### src/rtl/cssch_pkg.sv
// Package of shared constants, layouts and state codes for the channel service scheduler
package cssch_pkg;

  // Channel and line counts, character and address widths
  localparam int unsigned NUM_CHAN   = 16;
  localparam int unsigned NUM_LINE   = 8;
  localparam int unsigned CHAR_W     = 8;
  localparam int unsigned ADDR_W     = 12;

  // Local RAM layout: line tables low, channel programs, control blocks high
  localparam logic [11:0] LINE_TABLE_BASE  = 12'h000;
  localparam logic [11:0] LINE_TABLE_BYTES = 12'h040;
  localparam logic [11:0] LINE_TABLE_HALF  = 12'h020;
  localparam logic [11:0] PROG_BASE        = 12'h200;
  localparam logic [11:0] PROG_BYTES       = 12'hc00;
  localparam logic [11:0] TCB_BASE         = 12'he00;
  localparam logic [11:0] TCB_BYTES        = 12'h008;
  localparam logic [11:0] TCB_PER_CHAN     = 12'h004;

  // Line register selectors
  localparam logic [2:0] LREG_DATA    = 3'h1;
  localparam logic [2:0] LREG_CONTROL = 3'h2;
  localparam logic [2:0] LREG_SPEED   = 3'h4;
  localparam logic [2:0] LREG_CONFIG  = 3'h6;

  // Background scan period
  localparam longint unsigned CLK_HZ         = 50000000;
  localparam longint unsigned SCAN_PERIOD_MS = 500;
  localparam int unsigned     SCAN_CYCLES    = 32'((CLK_HZ / 1000) * SCAN_PERIOD_MS);

  // Scheduler states
  typedef enum logic [3:0] {
    CSSCH_IDLE     = 4'b0000,
    CSSCH_LOAD_CFG = 4'b0001,
    CSSCH_LOAD_SPD = 4'b0010,
    CSSCH_LOAD_CTL = 4'b0011,
    CSSCH_RX_LOAD  = 4'b0100,
    CSSCH_RX_EDIT  = 4'b0101,
    CSSCH_RX_STORE = 4'b0110,
    CSSCH_TX_FETCH = 4'b0111,
    CSSCH_TX_SEND  = 4'b1000
  } cssch_state_type;

  function automatic logic [11:0] cssch_line_table_addr(input logic [3:0] chan);
    cssch_line_table_addr = LINE_TABLE_BASE + LINE_TABLE_BYTES * {9'h000, chan[3:1]}
                            + (chan[0] ? LINE_TABLE_HALF : 12'h000);
  endfunction : cssch_line_table_addr

  function automatic logic [11:0] cssch_tcb_addr(input logic [3:0] chan, input logic [1:0] idx);
    cssch_tcb_addr = TCB_BASE + TCB_BYTES * (TCB_PER_CHAN * {8'h00, chan} + {10'h000, idx});
  endfunction : cssch_tcb_addr

  // Lowest numbered pending channel
  function automatic logic [3:0] cssch_first_set(input logic [15:0] vec);
    cssch_first_set = 4'h0;
    for (int i = NUM_CHAN - 1; i >= 0; i--) begin
      if (vec[i]) begin
        cssch_first_set = 4'(i);
      end
    end
  endfunction : cssch_first_set

endpackage : cssch_pkg

### src/rtl/cssch_link_if.sv
// Link between the scheduler and the line adapters
`timescale 1ns/1ps
`default_nettype none
interface cssch_link_if;
  logic [15:0]      chan_req;
  logic             svc_ack;
  logic [3:0]       svc_chan;
  logic             lreg_wr;
  logic [3:0]       lreg_chan;
  logic [2:0]       lreg_sel;
  logic [7:0]       lreg_data;
  logic [7:0][7:0]  rx_char;
  logic [15:0]      modem_status;

  // Scheduler end
  modport sched (
    input  chan_req,
    input  rx_char,
    input  modem_status,
    output svc_ack,
    output svc_chan,
    output lreg_wr,
    output lreg_chan,
    output lreg_sel,
    output lreg_data
  );

  // Line adapter end
  modport adapter (
    output chan_req,
    output rx_char,
    output modem_status,
    input  svc_ack,
    input  svc_chan,
    input  lreg_wr,
    input  lreg_chan,
    input  lreg_sel,
    input  lreg_data
  );
endinterface : cssch_link_if
`default_nettype wire

### src/rtl/cssch_scheduler.sv
// Channel service scheduler: host starts, channel service, background status scan
`timescale 1ns/1ps
`default_nettype none
module cssch_scheduler #(
  parameter int unsigned SCAN_CYCLES = cssch_pkg::SCAN_CYCLES
) (
  input  wire logic        ref_clk,
  input  wire logic        arst_n,
  cssch_link_if.sched      link,
  input  wire logic        host_start_valid,
  output logic             host_start_ready,
  input  wire logic [3:0]  host_start_chan,
  input  wire logic [7:0]  cfg_format,
  input  wire logic [7:0]  cfg_speed,
  input  wire logic [7:0]  cfg_control,
  input  wire logic [7:0]  edit_mask,
  input  wire logic [15:0] scan_irq_en,
  input  wire logic [15:0] scan_start_en,
  output logic             store_valid,
  output logic [3:0]       store_chan,
  output logic [11:0]      store_tcb_addr,
  output logic [7:0]       store_char,
  output logic             fetch_valid,
  output logic [3:0]       fetch_chan,
  output logic [11:0]      fetch_tcb_addr,
  input  wire logic        fetch_ready,
  input  wire logic [7:0]  fetch_char,
  output logic             host_irq,
  output logic [3:0]       host_irq_chan,
  output logic [11:0]      host_irq_table_addr,
  output logic [15:0]      chan_running,
  output logic             scan_busy
);

  localparam int unsigned SCAN_W = $clog2(SCAN_CYCLES + 1);
  localparam logic [SCAN_W-1:0] SCAN_LAST = SCAN_W'(SCAN_CYCLES - 1);

  typedef struct packed {
    cssch_pkg::cssch_state_type st;
    logic [3:0]        chan;
    logic [7:0]        work;
    logic [15:0]       running;
    logic [15:0]       last_status;
    logic [3:0]        scan_idx;
    logic              scan_due;
    logic [SCAN_W-1:0] scan_cnt;
    logic              ack;
    logic              lreg_wr;
    logic [2:0]        lreg_sel;
    logic [7:0]        lreg_data;
    logic              store_valid;
    logic [11:0]       tcb_addr;
    logic              irq;
    logic [3:0]        irq_chan;
  } cssch_sched_type;

  cssch_sched_type cur;
  cssch_sched_type next_cur;
  logic            idle;
  logic            any_req;
  logic [3:0]      top_chan;
  logic            status_change;

  // Grant selection and status scan inputs
  assign idle     = (cur.st == cssch_pkg::CSSCH_IDLE);
  assign any_req  = |link.chan_req;
  assign top_chan = cssch_pkg::cssch_first_set(link.chan_req);
  assign status_change = link.modem_status[cur.scan_idx] != cur.last_status[cur.scan_idx];

  // Next state of the scheduler
  always_comb begin
    next_cur             = cur;
    next_cur.ack         = 1'b0;
    next_cur.lreg_wr     = 1'b0;
    next_cur.store_valid = 1'b0;
    next_cur.irq         = 1'b0;
    if (cur.scan_cnt == SCAN_LAST) begin
      next_cur.scan_cnt = '0;
      next_cur.scan_due = 1'b1;
    end else begin
      next_cur.scan_cnt = cur.scan_cnt + SCAN_W'(1);
    end
    case (cur.st)
      cssch_pkg::CSSCH_IDLE: begin
        if (host_start_valid) begin
          next_cur.chan = host_start_chan;
          next_cur.st   = cssch_pkg::CSSCH_LOAD_CFG;
        end else if (any_req) begin
          next_cur.ack      = 1'b1;
          next_cur.chan     = top_chan;
          next_cur.tcb_addr = cssch_pkg::cssch_tcb_addr(top_chan, 2'h0);
          if (top_chan[0]) begin
            next_cur.st = cssch_pkg::CSSCH_TX_FETCH;
          end else begin
            next_cur.st = cssch_pkg::CSSCH_RX_LOAD;
          end
        end else if (cur.scan_due) begin
          next_cur.last_status[cur.scan_idx] = link.modem_status[cur.scan_idx];
          next_cur.scan_idx                  = cur.scan_idx + 4'h1;
          // A new period landing on the last visit keeps the sweep due
          if (cur.scan_idx == 4'hf && cur.scan_cnt != SCAN_LAST) begin
            next_cur.scan_due = 1'b0;
          end
          if (status_change && scan_irq_en[cur.scan_idx]) begin
            next_cur.irq      = 1'b1;
            next_cur.irq_chan = cur.scan_idx;
          end else if (status_change && scan_start_en[cur.scan_idx]) begin
            next_cur.chan = cur.scan_idx;
            next_cur.st   = cssch_pkg::CSSCH_LOAD_CFG;
          end
        end
      end
      cssch_pkg::CSSCH_LOAD_CFG: begin
        next_cur.lreg_wr   = 1'b1;
        next_cur.lreg_sel  = cssch_pkg::LREG_CONFIG;
        next_cur.lreg_data = cfg_format;
        next_cur.st        = cssch_pkg::CSSCH_LOAD_SPD;
      end
      cssch_pkg::CSSCH_LOAD_SPD: begin
        next_cur.lreg_wr   = 1'b1;
        next_cur.lreg_sel  = cssch_pkg::LREG_SPEED;
        next_cur.lreg_data = cfg_speed;
        next_cur.st        = cssch_pkg::CSSCH_LOAD_CTL;
      end
      cssch_pkg::CSSCH_LOAD_CTL: begin
        next_cur.lreg_wr            = 1'b1;
        next_cur.lreg_sel           = cssch_pkg::LREG_CONTROL;
        next_cur.lreg_data          = cfg_control;
        next_cur.running[cur.chan]  = 1'b1;
        next_cur.st                 = cssch_pkg::CSSCH_IDLE;
      end
      cssch_pkg::CSSCH_RX_LOAD: begin
        next_cur.work = link.rx_char[cur.chan[3:1]];
        next_cur.st   = cssch_pkg::CSSCH_RX_EDIT;
      end
      cssch_pkg::CSSCH_RX_EDIT: begin
        next_cur.work        = cur.work ^ edit_mask;
        next_cur.store_valid = 1'b1;
        next_cur.st          = cssch_pkg::CSSCH_RX_STORE;
      end
      // store strobe out this cycle, then back to idle
      cssch_pkg::CSSCH_RX_STORE: begin
        next_cur.st = cssch_pkg::CSSCH_IDLE;
      end
      cssch_pkg::CSSCH_TX_FETCH: begin
        if (fetch_ready) begin
          next_cur.work = fetch_char ^ edit_mask;
          next_cur.st   = cssch_pkg::CSSCH_TX_SEND;
        end
      end
      cssch_pkg::CSSCH_TX_SEND: begin
        next_cur.lreg_wr   = 1'b1;
        next_cur.lreg_sel  = cssch_pkg::LREG_DATA;
        next_cur.lreg_data = cur.work;
        next_cur.st        = cssch_pkg::CSSCH_IDLE;
      end
      default: begin
        next_cur.st = cssch_pkg::CSSCH_IDLE;
      end
    endcase
  end

  // State register
  always_ff @(posedge ref_clk or negedge arst_n) begin
    if (!arst_n) begin
      cur <= '0;
    end else begin
      cur <= next_cur;
    end
  end

  // Handshakes
  assign host_start_ready = idle;
  assign fetch_valid      = (cur.st == cssch_pkg::CSSCH_TX_FETCH);

  // Link outputs
  assign link.svc_ack   = cur.ack;
  assign link.svc_chan  = cur.chan;
  assign link.lreg_wr   = cur.lreg_wr;
  assign link.lreg_chan = cur.chan;
  assign link.lreg_sel  = cur.lreg_sel;
  assign link.lreg_data = cur.lreg_data;

  // Host side outputs
  assign store_valid         = cur.store_valid;
  assign store_chan          = cur.chan;
  assign store_tcb_addr      = cur.tcb_addr;
  assign store_char          = cur.work;
  assign fetch_chan          = cur.chan;
  assign fetch_tcb_addr      = cur.tcb_addr;
  assign host_irq            = cur.irq;
  assign host_irq_chan       = cur.irq_chan;
  assign host_irq_table_addr = cssch_pkg::cssch_line_table_addr(cur.irq_chan);
  assign chan_running        = cur.running;
  assign scan_busy           = cur.scan_due;

endmodule : cssch_scheduler
`default_nettype wire

### src/flat_wrapper.sv
// flat-port wrapper written by rule: the top's interface ports become plain ports
module cssch_scheduler_flat 
#(
  parameter int unsigned SCAN_CYCLES = cssch_pkg::SCAN_CYCLES
)
  (ref_clk, arst_n, host_start_valid, host_start_ready, host_start_chan, cfg_format, cfg_speed, cfg_control, edit_mask, scan_irq_en, scan_start_en, store_valid, store_chan, store_tcb_addr, store_char, fetch_valid, fetch_chan, fetch_tcb_addr, fetch_ready, fetch_char, host_irq, host_irq_chan, host_irq_table_addr, chan_running, scan_busy, link_chan_req, link_rx_char, link_modem_status, link_svc_ack, link_svc_chan, link_lreg_wr, link_lreg_chan, link_lreg_sel, link_lreg_data);
  cssch_link_if link_i ();
  input  wire logic ref_clk;
  input  wire logic arst_n;
  input  wire logic host_start_valid;
  output logic host_start_ready;
  input  wire logic [3:0] host_start_chan;
  input  wire logic [7:0] cfg_format;
  input  wire logic [7:0] cfg_speed;
  input  wire logic [7:0] cfg_control;
  input  wire logic [7:0] edit_mask;
  input  wire logic [15:0] scan_irq_en;
  input  wire logic [15:0] scan_start_en;
  output logic store_valid;
  output logic [3:0] store_chan;
  output logic [11:0] store_tcb_addr;
  output logic [7:0] store_char;
  output logic fetch_valid;
  output logic [3:0] fetch_chan;
  output logic [11:0] fetch_tcb_addr;
  input  wire logic fetch_ready;
  input  wire logic [7:0] fetch_char;
  output logic host_irq;
  output logic [3:0] host_irq_chan;
  output logic [11:0] host_irq_table_addr;
  output logic [15:0] chan_running;
  output logic scan_busy;
  input wire logic [$bits(link_i.chan_req)-1:0] link_chan_req;
  input wire logic [$bits(link_i.rx_char)-1:0] link_rx_char;
  input wire logic [$bits(link_i.modem_status)-1:0] link_modem_status;
  output wire logic [$bits(link_i.svc_ack)-1:0] link_svc_ack;
  output wire logic [$bits(link_i.svc_chan)-1:0] link_svc_chan;
  output wire logic [$bits(link_i.lreg_wr)-1:0] link_lreg_wr;
  output wire logic [$bits(link_i.lreg_chan)-1:0] link_lreg_chan;
  output wire logic [$bits(link_i.lreg_sel)-1:0] link_lreg_sel;
  output wire logic [$bits(link_i.lreg_data)-1:0] link_lreg_data;
  assign link_i.chan_req = link_chan_req;
  assign link_i.rx_char = link_rx_char;
  assign link_i.modem_status = link_modem_status;
  assign link_svc_ack = link_i.svc_ack;
  assign link_svc_chan = link_i.svc_chan;
  assign link_lreg_wr = link_i.lreg_wr;
  assign link_lreg_chan = link_i.lreg_chan;
  assign link_lreg_sel = link_i.lreg_sel;
  assign link_lreg_data = link_i.lreg_data;
  cssch_scheduler #(.SCAN_CYCLES(SCAN_CYCLES)) u_core (.ref_clk(ref_clk), .arst_n(arst_n), .link(link_i), .host_start_valid(host_start_valid), .host_start_ready(host_start_ready), .host_start_chan(host_start_chan), .cfg_format(cfg_format), .cfg_speed(cfg_speed), .cfg_control(cfg_control), .edit_mask(edit_mask), .scan_irq_en(scan_irq_en), .scan_start_en(scan_start_en), .store_valid(store_valid), .store_chan(store_chan), .store_tcb_addr(store_tcb_addr), .store_char(store_char), .fetch_valid(fetch_valid), .fetch_chan(fetch_chan), .fetch_tcb_addr(fetch_tcb_addr), .fetch_ready(fetch_ready), .fetch_char(fetch_char), .host_irq(host_irq), .host_irq_chan(host_irq_chan), .host_irq_table_addr(host_irq_table_addr), .chan_running(chan_running), .scan_busy(scan_busy));
endmodule
### config.mk
export PLATFORM = sky130hd
export DESIGN_NAME = cssch_scheduler_flat
export DESIGN_NICKNAME = d
export VERILOG_FILES = /design/src/rtl/cssch_pkg.sv /design/src/rtl/cssch_link_if.sv /design/src/rtl/cssch_scheduler.sv /design/src/flat_wrapper.sv
export SDC_FILE = /design/constraint.sdc
export NUM_CORES = 1
export LEC_CHECK = 0
export ABC_CLOCK_PERIOD_IN_PS = 2980
export BUFFER_PORTS_ARGS = -buffer_cell sky130_fd_sc_hd__buf_2
export CORE_MARGIN = 5
export CORE_UTILIZATION = 30
export CTS_CLUSTER_SIZE = 24
export DETAILED_ROUTE_END_ITERATION = 6
export GPL_ROUTABILITY_DRIVEN = 0
export PLACE_DENSITY_LB_ADDON = 0.05
export RECOVER_POWER = 50
export SLEW_MARGIN = 20
export SYNTH_ARGS = -nofsm -noshare
export SYNTH_HDL_FRONTEND = slang
export SYNTH_SLANG_ARGS = --single-unit
export TNS_END_PERCENT = 10
### constraint.sdc
create_clock -name ref_clk -period 2.98 [get_ports ref_clk]
set_input_delay 0.298 -clock ref_clk [delete_from_list [all_inputs] [get_ports ref_clk]]
set_output_delay 0.298 -clock ref_clk [all_outputs]
set_load 0.02 [all_outputs]
==> impl_metrics.ini <==
[run]
drv_cap = 0

[worst_setup_path]
critPathArrivalTime_ns = 3.00
r2r_end = u_core.fetch_chan[0]
worst-path-buf-inv = 0
path_max_fanout = 17
reg2reg_depth = 7
critPathKind = reg -> reg
critPathMaxStageDelay_ns = 0.59
r2r_slack_ns = 0.21
cp.required_ns = 3.22
crit_slowest_cell = dfrtp_1
path_cells = mux4_2 > a22oi_2 > nand3_4 > xnor2_4 > nand4b_4 > a21oi_4 > mux2_4
critical-path-top-delay-family = multiplexers
r2r_start = u_core.cur[57]
worstSetupStartpointType = flip-flop
end_kind = flip-flop

[timing]
slew_violations = 0
worst_pin_slew_ns = 1.101
period_share_pct = 92.82
relSlewSlack_pct = 26.57
fmax_mhz = 361.5
finalSetupTns_ns = 0
rsz0062_at_grt = no
period_needed_ns = 2.766
fin_skew_ns = 0.007745
hold_viol = 0
finalSetupViolCount = 0

[final_layout]
antenna_cells = 0
layout.nets = 1058
multiInputGateArea_mm2 = 0.003473
seqCellArea_mm2 = 0.002552
drive_above_1_share_pct = 32.99
syn2layout_area_growth_pct = 17.53
fillers = 2373

[die]
die_h_um = 161.6
rows = 55
die_area_mm2 = 0.02612
initial_utilization_pct = 30.46
ios = 274
core_area_mm2 = 0.02264
dieWidth_um = 161.6

[routing]
vias_per_cell = 4.779
drtIter0Drc = 193
firstDrtPassIters = 4
drt.antenna.violating_nets = 0
num_vias = 5577
wl_per_cell_um = 17.46
routed_wl_mm = 20.37
drc = 0

[power]
fin_total_pwr_mw = 5.976
vdd_ir_drop_max_uv = 301.2
swShare_pct = 42.72
p_sw_mw = 2.553
p_seq_share_pct = 33.8
power.leakage_nw = 3.924
combPwrFrac_pct = 45.6
p_clk_share_pct = 20.6
p_per_area_mw_per_mm2 = 737.3
cellInternalPower_mw = 3.423

[yosys]
synth.avg_cell_area_um2 = 9.796
yosysUniqueCellTypes = 59
yosys_warnings = 0
synth_top_flop_cell = dfrtp_1
mappedNetlistArea_mm2 = 0.006897
synth_top_cell_by_area = dfrtp_1
synth.most_common_cell = dfrtp_1
ys_ff_latch = 102
ys_seq_area_share_pct = 37.01
synth_top_area_share_pct = 37.01
synthTopCellsByArea = dfrtp_1 37%, buf_4 10%, mux4_2 6.2%, mux2_2 5.2%, mux2i_1 4.1%
synth-edff-count = 0
synth_async_sr_flop_share_pct = 100.0
ys_top_cells_by_count = 102 x dfrtp_1, 94 x buf_4, 62 x nor2_1, 60 x nand2_1
syn-instance-count = 704

[clock_tree]
cts.sinks = 102
cts_max_level = 3
cts-buffers-inserted = 9
clk_pin_slew_ns = 0.07
cts_tree = built
cts_setup_buffers = 0
root_buffer = clkbuf_16
cts.path.max_buffers = 2
clk_latency_ns = 0.35

[global_routing]
antenna_found_initial = 0
grt-ovfl-total = 0
grtUsageTotal_pct = 15.13
grt_pass1_vias = 5902
grt_first_pass_wirelength_mm = 31.94
grt_max_degree = 62

[place]
dpl.hpwl_mm = 15.83
portBuffers = 255

[hold_path]
hp-start = fetch_ready
min_to = u_core.cur[108]
hold_path_depth = 2
hold_path.class = in -> reg

[status]
outcome = complete, no violations
## final cells by class
cell class | count | share of cell area, %
timing repair buffer | 271 | 16.25
tap | 285 | 4.400
multi-input combinational | 467 | 42.85
inverter | 26 | 1.204
sequential | 102 | 31.49
clock inverter | 6 | 0.8490
clock buffer | 10 | 2.948
## state kept, by name, summed over array words and instances (netlist names)
name                   count
u_core.cur                49
u_core.chan_running       16
u_core.link.lreg_data      8
u_core.store_char          8
u_core.fetch_tcb_addr      5
u_core.fetch_chan          4
u_core.host_irq_chan       4
u_core.link.lreg_sel       3
u_core.host_irq            1
u_core.link.lreg_wr        1
u_core.link.svc_ack        1
u_core.scan_busy           1
u_core.store_valid         1
## per-stage QoR
step | util, % | worst slack [ns] | area, µm² | instances | hold WS, ns
floorplan | - | 0.5861 | 6960 | 721 | 0.002409
CTS | 36.23 | 0.1654 | 8202 | 1167 | 0.1940
global route | 35.80 | 0.03686 | 8105 | 1167 | 0.2067
global placement | 34.82 | 0.2371 | 7884 | 1150 | 0.3354
detailed placement | 34.82 | 0.1958 | 7884 | 1150 | 0.3482
finish | 35.80 | 0.2140 | 8105 | 1167 | 0.2040
## layout by cell type, fill, tap and decap left out, types with 9 or more instances in the layout
cell	instances
nor2_1	62
o21ai_0	22
xnor2_1	19
buf_2	192
and3_1	16
o21bai_1	13
a21oi_1	32
dfrtp_1	102
nor2b_1	10
inv_1	26
mux4_2	19
mux2i_1	28
nand2_1	60
o22ai_1	10
clkbuf_16	9
mux2_2	32
conb_1	18
clkbuf_1	63
xor2_1	14
buf_4	13
nand3_1	20
nor3_1	13
## power by group through the flow
stage / sequential [mW] / clock, mW / combinational (mW)
2_1_floorplan: 1.90 / 0 / 2.48
3_3_place_gp: 2.04 / 0 / 2.84
3_5_place_dp: 2.06 / 0 / 2.84
4_1_cts: 2.03 / 1.28 / 2.85
5_1_grt: 2.08 / 1.33 / 2.97
6_report: 2.02 / 1.23 / 2.72
## what timing repair did
action                                  CTS  global route
endpoints found under the setup margin    0             0
resized for setup                         0             0
hold endpoints to repair                 41             0
hold buffers                              1             0
## worst max-delay path by stage
| stage | start | to | slack (ns) | cells after the start |
|---|---|---|---|---|
| after floorplan | u_core.cur[57] | u_core.fetch_chan[0] | 0.59 | 8 |
| after global placement | u_core.cur[57] | u_core.fetch_chan[2] | 0.24 | 7 |
| after detailed placement | u_core.cur[57] | u_core.fetch_chan[0] | 0.20 | 7 |
| after CTS | u_core.cur[57] | u_core.fetch_chan[0] | 0.17 | 7 |
| after global routing | u_core.cur[57] | u_core.fetch_chan[0] | 0.04 | 7 |
| final | u_core.cur[57] | u_core.fetch_chan[0] | 0.21 | 7 |
## layer usage
layer | track usage [%] | wire length (µm)
met5 | 0 | 0
met1 | 18.28 | 8495
met4 | 4.229 | 259
met2 | 27.61 | 10590
met3 | 2.705 | 1027
## cells by family after synthesis
family | after synthesis | share of synthesized area, %
compound gates | 111 | 10.25
flops | 102 | 37.01
simple gates | 211 | 15.42
xor+xnor | 34 | 4.590
mux | 88 | 18.21
other cells | 1 | 0.05437
fa+ha+maj | 5 | 0.9071
buf+inv | 152 | 13.55
No activity file was read; power rests on OpenSTA's default activity.
